`src/hdl/acr_pkg.sv`:
```
// constants, field positions and types shared by the converter control block
package acr_pkg;

	// ****************************************
	// register indices (byte address = 4 * index)
	// ****************************************
	localparam logic [7:0] ACR_IDX_RESULT_LOW = 8'h78;
	localparam logic [7:0] ACR_IDX_RESULT_HIGH = 8'h79;
	localparam logic [7:0] ACR_IDX_CTRL_STATUS = 8'h7a;
	localparam logic [7:0] ACR_IDX_CTRL_B = 8'h7b;
	localparam logic [7:0] ACR_IDX_INPUT_REF = 8'h7c;
	localparam int ACR_IDX_LSB = 2;

	// ****************************************
	// input_and_reference_select fields
	// ****************************************
	localparam int ACR_REF_BIT = 6;
	localparam int ACR_ALIGN_BIT = 5;
	localparam int ACR_CHAN_LSB = 0;
	localparam int ACR_CHAN_W = 4;
	localparam logic [7:0] ACR_INPUT_REF_MASK = 8'h6f;
	localparam logic [7:0] ACR_INPUT_REF_RESET = 8'h00;

	// ****************************************
	// converter_control_status fields
	// ****************************************
	localparam int ACR_EN_BIT = 7;
	localparam int ACR_START_BIT = 6;
	localparam int ACR_AUTO_BIT = 5;
	localparam int ACR_DONE_BIT = 4;
	localparam int ACR_IE_BIT = 3;
	localparam int ACR_DIV_LSB = 0;
	localparam int ACR_DIV_W = 3;
	localparam logic [7:0] ACR_CTRL_RESET = 8'h00;

	// ****************************************
	// converter_control_b fields
	// ****************************************
	localparam int ACR_TRIG_LSB = 0;
	localparam int ACR_TRIG_W = 3;
	localparam logic [2:0] ACR_TRIG_FREE_RUN = 3'h0;
	localparam int ACR_TRIG_SOURCES = 7;

	// ****************************************
	// channel codes
	// ****************************************
	localparam logic [3:0] ACR_CHAN_TEMP = 4'h8;
	localparam logic [3:0] ACR_CHAN_BANDGAP = 4'he;
	localparam logic [3:0] ACR_CHAN_GROUND = 4'hf;
	localparam int ACR_EXT_INPUTS = 8;

	// ****************************************
	// conversion timing in converter clock cycles, result width and prescaler counter width
	// ****************************************
	localparam logic [4:0] ACR_FIRST_CYCLES = 5'd25;
	localparam logic [4:0] ACR_NORMAL_CYCLES = 5'd13;
	localparam int ACR_RESULT_W = 10;
	localparam int ACR_PRESC_W = 7;

	// ****************************************
	// conversion state
	// ****************************************
	typedef enum logic [1:0] {
		ACR_IDLE = 2'b01,
		ACR_CONV = 2'b10
	} acr_state_e;

endpackage

```
`src/hdl/acr_control.sv`:
```
// converter control, prescaler and result registers behind an avalon-mm slave
// How it works
// - channel codes: 0-7 external inputs, 8 temperature, e bandgap, f ground, rest none.
// - temperature sensor is on whenever the channel field holds code 8.
// - bits 7 and 4 of the input select register always read zero.
// - reference bit 6: zero picks internal 1.1V, one picks analog supply.
// - a reference change during conversion applies once that conversion completes.
// - a channel change during conversion applies once that conversion completes.
// - alignment bit one: high byte result 9..2, low byte 1..0 at top.
// - alignment bit zero: low byte result 7..0, high byte 9..8 at bottom.
// - the alignment bit reorders visible result bytes at once, any time.
// - enable bit 7 turns the converter on; clearing it aborts a conversion.
// - writing one to start begins a conversion; free running needs it once.
// - first conversion after enable takes 25 converter cycles, later ones 13.
// - start reads one while converting, zero after; writing zero does nothing.
// - with auto trigger set, a rising edge of the chosen trigger starts one when idle.
// - done flag bit 4 sets when a conversion ends, whether or not the result is stored.
// - done flag clears on interrupt vector execution or when software writes one.
// - interrupt request is flag and enable bit 3 and global enable together.
// - divider codes 0,1 give 2; codes 2..7 give 4,8,16,32,64,128.
// - reading the low byte freezes the result until the high byte is read.
// - trigger source 0 is free running, 1..7 pick flag sources; needs auto.
//
// The Avalon-MM slave port was left to the implementer.
`timescale 1ns/1ps

module acr_control #(
	parameter int ADDR_W = 10
) (
	// clock and reset
	input wire logic ref_clk,
	input wire logic resetn,
	// avalon-mm slave
	input wire logic [ADDR_W-1:0] avs_address,
	input wire logic avs_read,
	input wire logic avs_write,
	input wire logic [3:0] avs_byteenable,
	input wire logic [31:0] avs_writedata,
	output logic [31:0] avs_readdata,
	output logic avs_waitrequest,
	// processor side
	input wire logic global_irq_enable,
	input wire logic irq_vector_ack,
	output logic conversion_irq,
	// trigger flags, bit n-1 is source n
	input wire logic [acr_pkg::ACR_TRIG_SOURCES-1:0] trigger_flags,
	// analog front end
	input wire logic [acr_pkg::ACR_RESULT_W-1:0] afe_result,
	output logic afe_enable,
	output logic afe_sample_start,
	output logic converter_tick,
	output logic [acr_pkg::ACR_EXT_INPUTS-1:0] ext_input_select,
	output logic temp_channel_select,
	output logic bandgap_select,
	output logic ground_select,
	output logic supply_reference,
	output logic temp_sensor_enable
);
	import acr_pkg::*;

	// ****************************************
	// registers
	// ****************************************
	acr_state_e state;
	logic ack;
	logic [7:0] input_ref;
	logic enable;
	logic auto_en;
	logic done_flag;
	logic irq_en;
	logic [2:0] divider;
	logic [2:0] trig_src;
	logic [ACR_CHAN_W-1:0] act_chan;
	logic act_ref;
	logic [ACR_RESULT_W-1:0] result;
	logic locked;
	logic first_pending;
	logic [ACR_PRESC_W-1:0] presc_cnt;
	logic [4:0] conv_cnt;
	logic [4:0] conv_len;
	logic trig_prev;

	// ****************************************
	// bus decode
	// ****************************************
	wire logic request = avs_read | avs_write;
	wire logic [7:0] idx = avs_address[ADDR_W-1:ACR_IDX_LSB];
	wire logic wr_fire = avs_write & ack & avs_byteenable[0];
	// read side effects act at the capture edge, so the lock and the low byte agree
	wire logic rd_fire = avs_read & ~ack;
	wire logic wr_ctrl = wr_fire & (idx == ACR_IDX_CTRL_STATUS);
	wire logic wr_ctrl_b = wr_fire & (idx == ACR_IDX_CTRL_B);
	wire logic wr_input = wr_fire & (idx == ACR_IDX_INPUT_REF);
	wire logic rd_low = rd_fire & (idx == ACR_IDX_RESULT_LOW);
	wire logic rd_high = rd_fire & (idx == ACR_IDX_RESULT_HIGH);
	wire logic [7:0] wd = avs_writedata[7:0];

	// one wait cycle per access, then the request is taken
	assign avs_waitrequest = request & ~ack;

	// ****************************************
	// prescaler
	// ****************************************
	wire logic [ACR_PRESC_W-1:0] presc_limit;
	// codes 0 and 1 both divide by two
	assign presc_limit = (divider <= 3'd1) ? 7'h01 :
		7'((8'h01 << divider) - 8'h01);
	wire logic tick = enable & (presc_cnt == presc_limit);
	assign converter_tick = tick;

	// ****************************************
	// control decode and conversion launch
	// ****************************************
	wire logic busy = (state == ACR_CONV);
	wire logic next_enable = wr_ctrl ? wd[ACR_EN_BIT] : enable;
	wire logic next_auto = wr_ctrl ? wd[ACR_AUTO_BIT] : auto_en;
	wire logic en_rise = next_enable & ~enable;
	// writing zero to start has no effect
	wire logic start_req = wr_ctrl & wd[ACR_START_BIT];
	wire logic done_pulse = busy & tick & (conv_cnt == conv_len - 5'd1);
	// trigger level of the chosen source; free running contributes no edge
	wire logic trig_level = (trig_src == ACR_TRIG_FREE_RUN) ? 1'b0 :
		trigger_flags[trig_src - 3'd1];
	wire logic trig_edge = trig_level & ~trig_prev;
	wire logic free_restart = auto_en & (trig_src == ACR_TRIG_FREE_RUN) & done_pulse;
	wire logic auto_start = auto_en & trig_edge;
	// a trigger while converting is dropped, not queued
	wire logic go = next_enable & ((~busy & (start_req | auto_start)) | free_restart);
	wire logic first_eff = first_pending | en_rise;

	// ****************************************
	// deferred channel and reference
	// ****************************************
	wire logic hold_act = busy & ~done_pulse;
	wire logic [ACR_CHAN_W-1:0] next_act_chan =
		hold_act ? act_chan : input_ref[ACR_CHAN_LSB +: ACR_CHAN_W];
	wire logic next_act_ref = hold_act ? act_ref : input_ref[ACR_REF_BIT];

	// ****************************************
	// flag and result
	// ****************************************
	wire logic flag_clr = (wr_ctrl & wd[ACR_DONE_BIT]) | irq_vector_ack;
	// set wins over a clear in the same cycle
	wire logic next_done = done_pulse | (done_flag & ~flag_clr);
	// a low byte capture in the same cycle already counts as held
	wire logic store = done_pulse & ~locked & ~rd_low;
	wire logic next_locked = rd_low ? 1'b1 : (rd_high ? 1'b0 : locked);

	// ****************************************
	// visible result bytes
	// ****************************************
	wire logic left = input_ref[ACR_ALIGN_BIT];
	wire logic [7:0] view_high = left ? result[9:2] : {6'h00, result[9:8]};
	wire logic [7:0] view_low = left ? {result[1:0], 6'h00} : result[7:0];
	wire logic [7:0] ctrl_view = {enable, busy, auto_en, done_flag, irq_en, divider};
	wire logic [7:0] rd_mux =
		(idx == ACR_IDX_RESULT_LOW) ? view_low :
		(idx == ACR_IDX_RESULT_HIGH) ? view_high :
		(idx == ACR_IDX_CTRL_STATUS) ? ctrl_view :
		(idx == ACR_IDX_CTRL_B) ? {5'h00, trig_src} :
		(idx == ACR_IDX_INPUT_REF) ? (input_ref & ACR_INPUT_REF_MASK) :
		8'h00;

	// ****************************************
	// outputs to the front end and processor
	// ****************************************
	assign conversion_irq = done_flag & irq_en & global_irq_enable;
	assign afe_enable = enable;
	assign supply_reference = act_ref;
	assign temp_sensor_enable =
		(input_ref[ACR_CHAN_LSB +: ACR_CHAN_W] == ACR_CHAN_TEMP);
	assign temp_channel_select = (act_chan == ACR_CHAN_TEMP);
	assign bandgap_select = (act_chan == ACR_CHAN_BANDGAP);
	assign ground_select = (act_chan == ACR_CHAN_GROUND);

	// one select line per external input
	genvar gi;
	generate
		for (gi = 0; gi < ACR_EXT_INPUTS; gi++) begin : g_ext
			assign ext_input_select[gi] =
				~act_chan[ACR_CHAN_W-1] & (act_chan[2:0] == 3'(gi));
		end
	endgenerate

	// ****************************************
	// bus slave
	// ****************************************
	// read data are captured in the wait cycle and stand at the taking edge
	always_ff @(posedge ref_clk or negedge resetn) begin
		if (!resetn) begin
			ack <= 1'b0;
			avs_readdata <= 32'h0000_0000;
		end else begin
			ack <= request & ~ack;
			if (avs_read & ~ack) begin
				avs_readdata <= {24'h00_0000, rd_mux};
			end
		end
	end

	// software written configuration
	always_ff @(posedge ref_clk or negedge resetn) begin
		if (!resetn) begin
			input_ref <= ACR_INPUT_REF_RESET;
			irq_en <= ACR_CTRL_RESET[ACR_IE_BIT];
			divider <= ACR_CTRL_RESET[ACR_DIV_LSB +: ACR_DIV_W];
			trig_src <= ACR_TRIG_FREE_RUN;
		end else begin
			if (wr_input) begin
				input_ref <= wd & ACR_INPUT_REF_MASK;
			end
			if (wr_ctrl) begin
				irq_en <= wd[ACR_IE_BIT];
				divider <= wd[ACR_DIV_LSB +: ACR_DIV_W];
			end
			if (wr_ctrl_b) begin
				trig_src <= wd[ACR_TRIG_LSB +: ACR_TRIG_W];
			end
		end
	end

	// enable, flags and deferred selection
	always_ff @(posedge ref_clk or negedge resetn) begin
		if (!resetn) begin
			enable <= 1'b0;
			auto_en <= 1'b0;
			done_flag <= 1'b0;
			locked <= 1'b0;
			act_chan <= 4'h0;
			act_ref <= 1'b0;
			trig_prev <= 1'b0;
		end else begin
			enable <= next_enable;
			auto_en <= next_auto;
			done_flag <= next_done;
			locked <= next_locked;
			act_chan <= next_act_chan;
			act_ref <= next_act_ref;
			trig_prev <= trig_level;
		end
	end

	// prescaler restarts from zero whenever the converter is off
	always_ff @(posedge ref_clk or negedge resetn) begin
		if (!resetn) begin
			presc_cnt <= 7'h00;
		end else if (!enable || tick) begin
			presc_cnt <= 7'h00;
		end else begin
			presc_cnt <= presc_cnt + 7'h01;
		end
	end

	// stored result; dropped while a low byte read holds it
	always_ff @(posedge ref_clk or negedge resetn) begin
		if (!resetn) begin
			result <= 10'h000;
		end else if (store) begin
			result <= afe_result;
		end
	end

	// ****************************************
	// conversion sequencer
	// ****************************************
	always_ff @(posedge ref_clk or negedge resetn) begin
		if (!resetn) begin
			state <= ACR_IDLE;
			conv_cnt <= 5'd0;
			conv_len <= ACR_NORMAL_CYCLES;
			first_pending <= 1'b0;
			afe_sample_start <= 1'b0;
		end else begin
			afe_sample_start <= go;
			if (!next_enable) begin
				state <= ACR_IDLE;
				first_pending <= 1'b0;
			end else if (go) begin
				state <= ACR_CONV;
				conv_cnt <= 5'd0;
				conv_len <= first_eff ? ACR_FIRST_CYCLES : ACR_NORMAL_CYCLES;
				first_pending <= 1'b0;
			end else begin
				first_pending <= first_eff;
				unique case (state)
					ACR_IDLE: begin
						conv_cnt <= 5'd0;
					end
					ACR_CONV: begin
						if (done_pulse) begin
							state <= ACR_IDLE;
						end else if (tick) begin
							conv_cnt <= conv_cnt + 5'd1;
						end
					end
					default: begin
						state <= ACR_IDLE;
					end
				endcase
			end
		end
	end

	logic rd_was_input;
	always_ff @(posedge ref_clk or negedge resetn) begin
		if (!resetn) begin
			rd_was_input <= 1'b0;
		end else begin
			rd_was_input <= avs_read & ~ack & (idx == ACR_IDX_INPUT_REF);
		end
	end
endmodule

```
`config.mk`:
```
export PLATFORM = sky130hd
export DESIGN_NAME = acr_control
export DESIGN_NICKNAME = d
export VERILOG_FILES = /design/src/hdl/acr_pkg.sv /design/src/hdl/acr_control.sv
export SDC_FILE = /design/constraint.sdc
export NUM_CORES = 1
export LEC_CHECK = 0
export BUFFER_PORTS_ARGS = -buffer_cell sky130_fd_sc_hd__buf_2
export CORE_MARGIN = 2
export CORE_UTILIZATION = 51
export DETAILED_ROUTE_END_ITERATION = 6
export GPL_TIMING_DRIVEN = 0
export PLACE_DENSITY_LB_ADDON = 0.05
export SYNTH_ARGS = -nofsm -noshare
export SYNTH_HDL_FRONTEND = slang
export SYNTH_SLANG_ARGS = --single-unit
```
`constraint.sdc`:
```
create_clock -name ref_clk -period 2.9 [get_ports ref_clk]
set_input_delay 0.725 -clock ref_clk [delete_from_list [all_inputs] [get_ports ref_clk]]
set_output_delay 0.725 -clock ref_clk [all_outputs]
set_load 0.005 [all_outputs]
```
==> flow_summary.json <==
{
  "timing.rr.start": "trig_src[0]",
  "vias_per_cell": 5.51,
  "gr-total-overflow": 0,
  "n_antenna_cell": 0,
  "hold_buffers": 0,
  "cp-start-kind": "flop",
  "synth_seq_cells": 60,
  "cts_root_buffer": "clkbuf_8",
  "fin_area_mm2": 0.00428,
  "initial_utilization_pct": 52.3,
  "die_w_um": 87.2,
  "rrSetupSlack_ps": 480,
  "reg2reg_depth": 9,
  "drc": 0,
  "crit_required_ps": 2170,
  "power_density_mw_per_mm2": 467,
  "clock-sinks": 60,
  "area_delta_synth_final_pct": 21.1,
  "routed_wl_mm": 8.19,
  "antenna_found_initial": 0,
  "numCtsBuffers": 9,
  "grt_pass1_vias": 2711,
  "final_common_cell": "buf_2",
  "hold_viol_final": 0,
  "drtIter0Drc": 130,
  "clk_path_buf_depth": 2,
  "critPathKind": "flop to output port",
  "cp.arrival_ps": 2070,
  "timing.final.crit_share_pct": 96.3,
  "wl_per_cell_um": 15.3,
  "dp.cells": 519,
  "leakage_nw": 2.15,
  "place_hpwl_mm": 6.08,
  "power_frac_clock_pct": 42.7,
  "drv_slew": 0,
  "critPathMaxFanout": 7,
  "tightest_slew_ps": 762,
  "coreArea_mm2": 0.00676,
  "fin_cells": 535,
  "sequentialPowerShare_pct": 45.5,
  "fin_total_pwr_mw": 2.00,
  "status": "complete, no violations",
  "layout_common_cells": "69 x buf_2, 58 x dfrtp_1, 32 x mux2_2",
  "min_path_type": "input port to asynchronous set/reset pin",
  "cap_violations": 0,
  "p_comb_share_pct": 11.8,
  "tritoncts": "yes",
  "multi_input_area_mm2": 0.00185,
  "switchingPower_uw": 514,
  "fin_worst_skew_ps": 5.63,
  "port_buffers": 65,
  "drive_gt1_share_pct": 34.7,
  "routabilityCongestion": 0.813,
  "ios": 119,
  "dieArea_mm2": 0.00761,
  "synth_area_mm2": 0.00353,
  "ctsHtreeMaxLevel": 3,
  "grt_usage_pct": 23.1,
  "synth_edf_count": 0,
  "grt_max_degree": 61,
  "async_flop_share_pct": 100,
  "grt_pass1_wl_mm": 13.5,
  "die_height_um": 87.2,
  "synth.distinct_cells": 63,
  "setup_viol": 0,
  "switching_share_pct": 25.7,
  "num_rows": 30,
  "vias": 2949,
  "maxSlewHeadroom_pct": 49.2,
  "fillers": 601,
  "utilization_pct": 63.3,
  "yosys_warnings": 0,
  "endpoint_kind": "output port",
  "setup_tns_ps": 0,
  "period_needed_ps": 2790,
  "p_int_mw": 1.49,
  "vdd_drop_max_mv": 0.346,
  "layout.area.seq_mm2": 0.00150,
  "synth_flop_cell": "dfrtp_1",
  "ys_seq_area_share_pct": 42.6,
  "path_clk_slew_ps": 70,
  "clk_latency_ps": 340,
  "rsz0062_at_grt": "no",
  "postRouteAntennaNets": 0,
  "drt-pass1-iter-count": 4,
  "postPlaceCellArea_mm2": 0.00405,
  "max_freq_ghz": 0.358,
  "r2r_end": "conv_len[4]",
  "nets": 524,
  "synthCells": 351,
  "syn_avg_cell_area_um2": 10.1
}
## how the worst max path moves through the flow
stage | start | end | cells past startpoint
5_1_grt | divider[0] | converter_tick | 5
4_1_cts | divider[1] | converter_tick | 5
3_5_place_dp | avs_address[9] | conv_len[4] | 9
3_3_place_gp | avs_address[9] | conv_len[4] | 9
6_report | divider[1] | converter_tick | 5
2_1_floorplan | avs_address[9] | conv_len[4] | 7
## repair_timing
| action | CTS | global route |
|---|---|---|
| setup endpoints to repair | 0 | 1 |
| gates resized for setup | 0 | 2 |
| setup buffers | 0 | 0 |
## power by group through the flow
stage / Sequential, mW / Combinational [mW] / Clock (mW)
after global routing: 0.915 / 0.270 / 0.902
after floorplan: 0.914 / 0.157 / 0
after detailed placement: 0.925 / 0.234 / 0
after CTS: 0.910 / 0.236 / 0.865
final: 0.911 / 0.236 / 0.853
after global placement: 0.924 / 0.230 / 0
## cell families after synthesis
| kind of cell | count (synthesis) | synth area share [%] |
|---|---|---|
| compound gates | 66 | 12.8 |
| xor+xnor | 7 | 1.74 |
| fa+ha+maj | 5 | 1.77 |
| buf+inv | 48 | 7.83 |
| flops | 60 | 42.6 |
| mux | 38 | 12.3 |
| other cells | 1 | 0.106 |
| simple gates | 126 | 21.0 |
## routing by layer
metal / routed length (µm) / GRT usage [%] / vias to the layer above
li1: - / - / 1440
met1: 3920 / 33.5 / 1396
met2: 3740 / 34.8 / 101
met3: 361 / 4.27 / 12
met4: 165 / 8.67 / 0
met5: 0 / 0 / -
## through the flow
stage | worst slack (ps) | hold slack, ps
global placement | 36.5 | 457
global route | 11.4 | 495
CTS | 70.7 | 480
detailed placement | 42.4 | 463
finish | 109 | 453
floorplan | 509 | 429
## synth_stat cells (5+ instances only)
cell	number	share of area, %
xnor2_1	5	1.2
buf_2	5	0.71
and3_1	7	1.2
mux2i_1	5	1.4
dfrtp_1	58	41
nand3_1	10	1.4
a21oi_1	17	2.4
clkbuf_1	6	0.64
inv_1	13	1.4
o21ai_0	13	1.8
nand2b_1	8	1.4
ha_1	5	1.8
nand2_1	23	2.4
nor2b_1	7	1.2
nor3_1	11	1.6
nand4_1	5	0.89
buf_4	24	5.1
nor2_1	25	2.7
mux2_2	32	10
## critical path, cell delays in order (launching register included)
cell,delay [ps]
dfrtp_1,460
or4_1,520
nand4_1,220
nand4b_2,250
inv_2,160
buf_2,130
## registers in the layout, indices dropped and copies added (netlist names)
register          count
trig_prev             1
afe_sample_start      1
afe_enable            1
act_chan              4
irq_en                1
presc_cnt             7
divider               3
auto_en               1
ack                   1
trig_src              3
supply_reference      1
conv_cnt              5
result               10
conv_len              2
done_flag             1
locked                1
avs_readdata          8
state                 2
input_ref             6
first_pending         1
## area by class of cell
cell class | count | share of cell area (%)
well taps | 80 | 2.34
flip-flops and latches | 60 | 35.1
repair buffers | 65 | 7.66
clock inverters | 6 | 2.05
inverters | 13 | 1.14
clock buffers | 10 | 3.22
plain buffers | 35 | 5.32
multi-input cells | 266 | 43.1
Note: power is estimated with default switching activity, not from simulation.
